File: src/shared/ibti_defs.vh
// constants for the input bit type interpreter
`ifndef IBTI_DEFS_VH
`define IBTI_DEFS_VH

// symbol codes handed to the encoder
`define IBTI_SYM_ZERO   2'h0
`define IBTI_SYM_ONE    2'h1
`define IBTI_SYM_OPEN   2'h2
`define IBTI_SYM_W      2

// address strap encodings {high, low}
`define IBTI_ACFG_00    2'h0
`define IBTI_ACFG_01    2'h1
`define IBTI_ACFG_10    2'h2
`define IBTI_ACFG_11    2'h3

// word layout
`define IBTI_ADDR_BITS  10
`define IBTI_DATA_BITS  8
`define IBTI_WORDS      3

// timing: one symbol period and cycle lag bound
`define IBTI_CLK_HZ     50000000
`define IBTI_SYM_NS     1000
`define IBTI_LAG_MS     150
`define IBTI_HZ_PER_MHZ 1000000
`define IBTI_NS_PER_US  1000

// levels of the internal weak pulls
`define IBTI_PULL_UP    1'h1
`define IBTI_PULL_DOWN  1'h0

`endif

File: src/rtl/ibti_map.v
// combinational level to symbol mapping for one input
`timescale 1ns/1ps
`include "ibti_defs.vh"

module ibti_map (
  // selection
  input  wire       is_addr_i,
  input  wire       data_strap_i,
  input  wire [1:0] addr_strap_i,
  // level in, symbol out
  input  wire       level_i,
  output reg  [1:0] sym_o
);

  always @* begin
    sym_o = `IBTI_SYM_ZERO;
    if (level_i) begin
      sym_o = `IBTI_SYM_ONE;
      if (is_addr_i && addr_strap_i == `IBTI_ACFG_10) begin
        sym_o = `IBTI_SYM_OPEN;
      end
    end else if (is_addr_i) begin
      if (addr_strap_i == `IBTI_ACFG_01) begin
        sym_o = `IBTI_SYM_OPEN;
      end
    end else if (!data_strap_i) begin
      sym_o = `IBTI_SYM_OPEN;
    end
  end

endmodule // ibti_map

File: src/rtl/ibti_top.v
// input bit type interpreter and word sequencer in front of the encoder
`timescale 1ns/1ps
`include "ibti_defs.vh"

module ibti_top #(
  parameter ADDR_BITS = `IBTI_ADDR_BITS,
  parameter DATA_BITS = `IBTI_DATA_BITS,
  parameter WORDS     = `IBTI_WORDS,
  parameter SYM_NS    = `IBTI_SYM_NS
) (
  // clock and reset
  input  wire                 clk_sys_i,
  input  wire                 resetn_i,
  // pins: levels and pin enables (enable low means left unconnected)
  input  wire [ADDR_BITS-1:0] address_inputs_i,
  input  wire [ADDR_BITS-1:0] address_inputs_en_i,
  input  wire [DATA_BITS-1:0] data_inputs_i,
  input  wire [DATA_BITS-1:0] data_inputs_en_i,
  input  wire                 transmit_trigger_i,
  // straps: level and driven flag
  input  wire                 data_interp_strap_i,
  input  wire                 data_interp_strap_en_i,
  input  wire                 addr_interp_strap_low_i,
  input  wire                 addr_interp_strap_low_en_i,
  input  wire                 addr_interp_strap_high_i,
  input  wire                 addr_interp_strap_high_en_i,
  // to serial encoder
  output reg  [1:0]           sym_o,
  output reg                  sym_valid_o,
  output reg                  word_start_o,
  output reg                  busy_o
);

  localparam integer SYM_CYC_RAW = (`IBTI_CLK_HZ / `IBTI_HZ_PER_MHZ) * SYM_NS
                                   / `IBTI_NS_PER_US;
  localparam integer SYM_CYC     = (SYM_CYC_RAW < 1) ? 1 : SYM_CYC_RAW;
  localparam integer WORD_LEN    = ADDR_BITS + DATA_BITS;
  localparam integer NIN         = WORD_LEN;

  // last values of the sequencer counters, cut to the counter widths
  localparam integer TICK_LAST_I = SYM_CYC - 1;
  localparam integer BIT_LAST_I  = WORD_LEN - 1;
  localparam integer WORD_LAST_I = WORDS - 1;
  localparam [15:0]  TICK_LAST   = TICK_LAST_I[15:0];
  localparam [7:0]   BIT_LAST    = BIT_LAST_I[7:0];
  localparam [3:0]   WORD_LAST   = WORD_LAST_I[3:0];

  localparam [2:0] ST_IDLE = 3'b001;
  localparam [2:0] ST_SEND = 3'b010;
  localparam [2:0] ST_LOAD = 3'b100;

  // ==========================================================
  // reset release
  // asserted at once, released in step with the clock
  reg rst_s1;
  reg rst_n;
  always @(posedge clk_sys_i or negedge resetn_i) begin
    if (!resetn_i) begin
      rst_s1 <= 1'b0;
      rst_n  <= 1'b0;
    end else begin
      rst_s1 <= 1'b1;
      rst_n  <= rst_s1;
    end
  end

  // ==========================================================
  // weak pulls on pins and straps
  // an open pin reads as the level of its internal pull
  function pin_level;
    input lvl;
    input driven;
    input pull_high;
    begin
      pin_level = driven ? lvl : pull_high;
    end
  endfunction

  wire [ADDR_BITS-1:0] addr_pin;
  wire [DATA_BITS-1:0] data_pin;
  genvar gp;
  generate
    for (gp = 0; gp < ADDR_BITS; gp = gp + 1) begin : g_apull
      assign addr_pin[gp] = pin_level(address_inputs_i[gp], address_inputs_en_i[gp], `IBTI_PULL_UP);
    end
    for (gp = 0; gp < DATA_BITS; gp = gp + 1) begin : g_dpull
      assign data_pin[gp] = pin_level(data_inputs_i[gp], data_inputs_en_i[gp], `IBTI_PULL_DOWN);
    end
  endgenerate
  wire d_strap_pin = pin_level(data_interp_strap_i, data_interp_strap_en_i, `IBTI_PULL_DOWN);
  wire a_lo_pin    = pin_level(addr_interp_strap_low_i, addr_interp_strap_low_en_i, `IBTI_PULL_DOWN);
  wire a_hi_pin    = pin_level(addr_interp_strap_high_i, addr_interp_strap_high_en_i, `IBTI_PULL_UP);

  // ==========================================================
  // two-stage synchronisers
  // straps share the flops with the pins so one load sees one coherent set
  localparam integer SW = NIN + 4;
  wire [SW-1:0] raw_in = {transmit_trigger_i,
                          a_hi_pin,
                          a_lo_pin,
                          d_strap_pin,
                          data_pin,
                          addr_pin};
  reg  [SW-1:0] sync1;
  reg  [SW-1:0] sync2;
  always @(posedge clk_sys_i or negedge rst_n) begin
    if (!rst_n) begin
      sync1 <= {SW{1'b0}};
      sync2 <= {SW{1'b0}};
    end else begin
      sync1 <= raw_in;
      sync2 <= sync1;
    end
  end
  wire                 trig_s   = sync2[SW-1];
  wire [1:0]           astrap_s = sync2[SW-2:SW-3];
  wire                 dstrap_s = sync2[SW-4];
  wire [NIN-1:0]       lvl_s    = sync2[NIN-1:0];

  // ==========================================================
  // per-input symbol mapping
  wire [2*NIN-1:0] sym_all;
  genvar gi;
  generate
    for (gi = 0; gi < NIN; gi = gi + 1) begin : g_map
      ibti_map u_map (
        .is_addr_i    (gi < ADDR_BITS),
        .data_strap_i (dstrap_s),
        .addr_strap_i (astrap_s),
        .level_i      (lvl_s[gi]),
        .sym_o        (sym_all[2*gi+1:2*gi])
      );
    end
  endgenerate

  // ==========================================================
  // sequencer
  reg [2:0]           state;
  reg [2*NIN-1:0]     snap;
  reg [15:0]          tick_cnt;
  reg [7:0]           bit_idx;
  reg [3:0]           word_idx;
  // with a one-cycle symbol the counter never leaves zero
  wire                tick = (tick_cnt == TICK_LAST);

  always @(posedge clk_sys_i or negedge rst_n) begin
    if (!rst_n) begin
      state        <= ST_IDLE;
      snap         <= {2*NIN{1'b0}};
      tick_cnt     <= 16'h0000;
      bit_idx      <= 8'h00;
      word_idx     <= 4'h0;
      sym_o        <= `IBTI_SYM_ZERO;
      sym_valid_o  <= 1'b0;
      word_start_o <= 1'b0;
      busy_o       <= 1'b0;
    end else begin
      sym_valid_o  <= 1'b0;
      word_start_o <= 1'b0;
      case (state)
        ST_IDLE: begin
          // busy drops one cycle after the last symbol
          busy_o <= 1'b0;
          if (trig_s) begin
            state <= ST_LOAD;
          end
        end
        ST_LOAD: begin
          // pin changes after this point wait for the next load
          snap     <= sym_all;
          tick_cnt <= 16'h0000;
          bit_idx  <= 8'h00;
          word_idx <= 4'h0;
          busy_o   <= 1'b1;
          state    <= ST_SEND;
        end
        ST_SEND: begin
          if (tick) begin
            tick_cnt    <= 16'h0000;
            sym_o       <= snap[2*bit_idx +: 2];
            sym_valid_o <= 1'b1;
            word_start_o <= (bit_idx == 8'h00);
            if (bit_idx == BIT_LAST) begin
              bit_idx <= 8'h00;
              if (word_idx == WORD_LAST) begin
                word_idx <= 4'h0;
                // a trigger that falls mid-cycle still lets the third word out
                state    <= trig_s ? ST_LOAD : ST_IDLE;
              end else begin
                word_idx <= word_idx + 4'h1;
              end
            end else begin
              bit_idx <= bit_idx + 8'h01;
            end
          end else begin
            tick_cnt <= tick_cnt + 16'h0001;
          end
        end
        default: begin
          state <= ST_IDLE;
        end
      endcase
    end
  end

endmodule // ibti_top

File: config.mk
export PLATFORM = sky130hd
export DESIGN_NAME = ibti_top
export DESIGN_NICKNAME = d
export VERILOG_FILES = /design/src/rtl/ibti_map.v /design/src/rtl/ibti_top.v
export VERILOG_INCLUDE_DIRS = /design/src /design/src/shared
export SDC_FILE = /design/constraint.sdc
export NUM_CORES = 1
export LEC_CHECK = 0
export ABC_AREA = 1
export BUFFER_PORTS_ARGS = -buffer_cell sky130_fd_sc_hd__buf_2
export CAP_MARGIN = 20
export CELL_PAD_IN_SITES_DETAIL_PLACEMENT = 0
export CELL_PAD_IN_SITES_GLOBAL_PLACEMENT = 1
export CORE_MARGIN = 5
export CORE_UTILIZATION = 45
export DETAILED_ROUTE_END_ITERATION = 12
export PLACE_DENSITY = 0.83
export RECOVER_POWER = 100
export SYNTH_ARGS = -nofsm -noshare
export SYNTH_HDL_FRONTEND = slang
export SYNTH_SLANG_ARGS = --single-unit
export TNS_END_PERCENT = 100
File: constraint.sdc
create_clock -name clk_sys_i -period 4.1 [get_ports clk_sys_i]
set_input_delay 0.205 -clock clk_sys_i [delete_from_list [all_inputs] [get_ports clk_sys_i]]
set_output_delay 0.205 -clock clk_sys_i [all_outputs]
set_load 0.05 [all_outputs]
==> impl_results.md <==
- First-pass GRT wire length: 20.3 mm
- Synth Net Count: 652
- Pwr per Cell Area: roughly 590 mW/mm2
- Worst-path clk slew: 0.06 ns
- Place WS: 1.80 ns
- Die width: 118 um
- Worst min path class: input port to async pin
- Met2 usage: 28.6%
- Ys flop type: dfrtp_1
- Initial antenna violation count: 0
- Clock buffer depth: 2
- Initial Util: roughly 46%
- I/O Buffers: between 40 and 50
- Clock skew: 0.00922 ns
- GRT Overall Usage: ~18%
- Async SR Flop Fraction: between 90% and 100%
- Slew headroom: -40.3%
- Crit start category: flip-flop
- Routed len/inst: 13.3 um
- CTS tree: yes
- Final wirelength: between 10 and 15 mm
- Slew Viols, Final: 56
- Area delta synth->final: 26.7%
- Post-CTS Hold Fix Bufs: 44
- RSZ-0062 raised after global routing: no
- Commonest non-fill, non-tap cells in the layout: nand2_1, dfrtp_1, inv_1
- Sink Count: roughly 120
- GRT Max-Usage Layer: met2
- Leakage: approximately 3.2 nW
- Cell area after layout: 0.00663 mm2
- Mapped Area: 0.00523 mm2
- Max IR drop VDD: roughly 0.43 mV
- First DRT Iteration DRCs: between 200 and 250
- Die H: 118 um
- Final setup margin: about 1.2 ns
- Setup TNS Final: 0 ns
- Worst Max-Slew Pin Slew: 2.10 ns
- Clk root buf: clkbuf_16
- Placed inst area: ~0.0056 mm2
- Die Area: 0.0139 mm2
- Inserted Diodes: 0
- Layout cells sized above 1: 12.0%
- Post-synthesis simple-gate area fraction: 23.3%
- Post-DP HPWL: 7.35 mm
- EDFF count, synth: 0
- Clk_lat worst skew: between 0.4 and 0.5 ns
- Sequential area share after synthesis: 56.4%
- Hold slack final: 0.0908 ns
- Largest net degree at the start of global routing: 56
- Required @ worst endpoint: 4.41 ns
- Mux cell area share after synthesis: 0%
- Period utilisation layout: 70.1%
- CTS Buf Count: 17
- Vias in the first global route: 4348
- Routability cong.: 0.827
- DRT Pass-1 Iters: 4
- Arr. time, crit path: 3.18 ns
- CP endpoint kind: flip-flop
- H-tree levels: 4
- Core area: about 0.011 mm2
- Failing checks: max-capacitance violations, max-slew violations
- Max Cap Viol: 1
- GR Util met3: 4.90%
- Fmax: 348 MHz
- Residual DRC count: 0
- Adder-cell share of the synthesized area: approximately 1.7%
- CP Class: flip-flop to flip-flop
- Largest family of logic cells by synthesized area: simple AND/OR/NAND/NOR gates
- Final ANT Viol Nets: 0
- Synth Area per Inst: 8.72 um2
- Filler Cells Inserted: 1002
- Post-CTS setup buffers: 0
- Nets: between 700 and 800
- Synth unique cells: 33
- Flop-to-flop setup slack: 1.23 ns
- Fin. Hold Viols: 0
- Synthesis Warnings: 0
- Total chip power: 0.00393 W
- Status: finished, violations left
- Global route overflow: 0
- Area of the multi-input gates: 0.00182 mm2
- Vias post-DR: 4222
- Compound-Gate Fraction of Synth Area: under 10%
- Most common cell after layout, fill and taps aside: nand2_1
- Vias per cell: around 5
- Met1 Resource Use GR: approximately 23%
- Row cnt: 39
- Yosys reg bits: 118
- Resize count post-CTS: 0
- Gate Count Post-Synth: 600
- CP Max Fanout: 37
- Fin crit period: 2.87 ns
- # setup viols final: 0
- Post-Synth XOR/XNOR Area: roughly 1.8%
- Ports: 50
- Area occupied by registers: 0.00295 mm2
## final timing paths
check | from | endpoint | cells after the start
max reg2reg | state[1]$_DFFE_PN0P_ | word_idx[0]$_DFFE_PN0P_ | 8
min | resetn_i | rst_n$_DFF_PN0_ | 2
min in group clk_sys_i | sync1[15]$_DFF_PN0_ | sync2[15]$_DFF_PN0_ | 0
max in group asynchronous | rst_n$_DFF_PN0_ | snap[7]$_DFFE_PN0P_ | 1
max | state[1]$_DFFE_PN0P_ | word_idx[0]$_DFFE_PN0P_ | 8
min reg2reg | sync1[15]$_DFF_PN0_ | sync2[15]$_DFF_PN0_ | 0
## critical path, cell delays in order (launching register included)
cell and delay (ns):
dfrtp_1 0.39, inv_1 0.12, nand3_1 0.98, nand2_4 0.61
inv_1 0.20, a21oi_4 0.21, nand2_1 0.13, nand2_1 0.08
nand2_1 0.05
## routing by layer
metal  vias up  routed length [um]
met3        11                 512
met5         -                   0
met2        81                5490
met4         0                 153
met1      2017                5190
li1       2113                   -
## cells in the mapped netlist (5+ instances only)
master / instances / area [um2]
inv_1: 91 / 342
nor3_1: 13 / 65.1
nand3_1: 50 / 250
o21ai_0: 38 / 190
nor2_1: 55 / 206
nand2_1: 126 / 473
dfrtp_1: 117 / 2930
a21oi_1: 24 / 120
xor2_1: 11 / 96.3
clkbuf_1: 5 / 18.8
buf_2: 8 / 40.0
o22ai_1: 13 / 81.3
nand4_1: 13 / 81.3
ha_1: 7 / 87.6
## layout make-up
class,instances,area share [%]
clock inverters,12,2.49
flip-flops and latches,118,44.5
well taps,143,2.70
multi-input cells,370,27.5
clock buffers,20,7.04
inverters,96,5.43
repair buffers,95,10.3
## metrics by stage
stage	utilization [%]	cells
4_1_cts	58.4	854
6_report	58.1	854
5_1_grt	58.1	854
3_5_place_dp	49.0	778
3_3_place_gp	49.0	778
2_1_floorplan	-	600
## cells by family (layout without fill, tap and decap cells)
kind of cell / Yosys count / after routing
and+or+nand+nor: 272 / 272
DFF: 118 / 118
buffers and inverters: 112 / 223
AOI/OAI and AO/OA: 79 / 79
xor gates and xnor gates: 11 / 11
adders and majority gates: 7 / 7
other: 1 / 1
## power by group
group / total, W / leakage [nW] / internal (W) / switching (W)
Clock: 0.00156 / 0.300 / 0.00101 / 0.000548
Sequential: 0.00155 / 1.46 / 0.00141 / 0.000148
Combinational: 0.000819 / 1.48 / 0.000295 / 0.000524
## state kept, by name (all words and copies together) (netlist names)
signal        flops
word_start_o      1
busy_o            1
sync1            22
sym_valid_o       1
rst_s1            1
tick_cnt         16
sync2            22
sym_o             2
rst_n             1
bit_idx           8
snap             36
state             3
word_idx          4
Power figures use the tool's default switching activity.
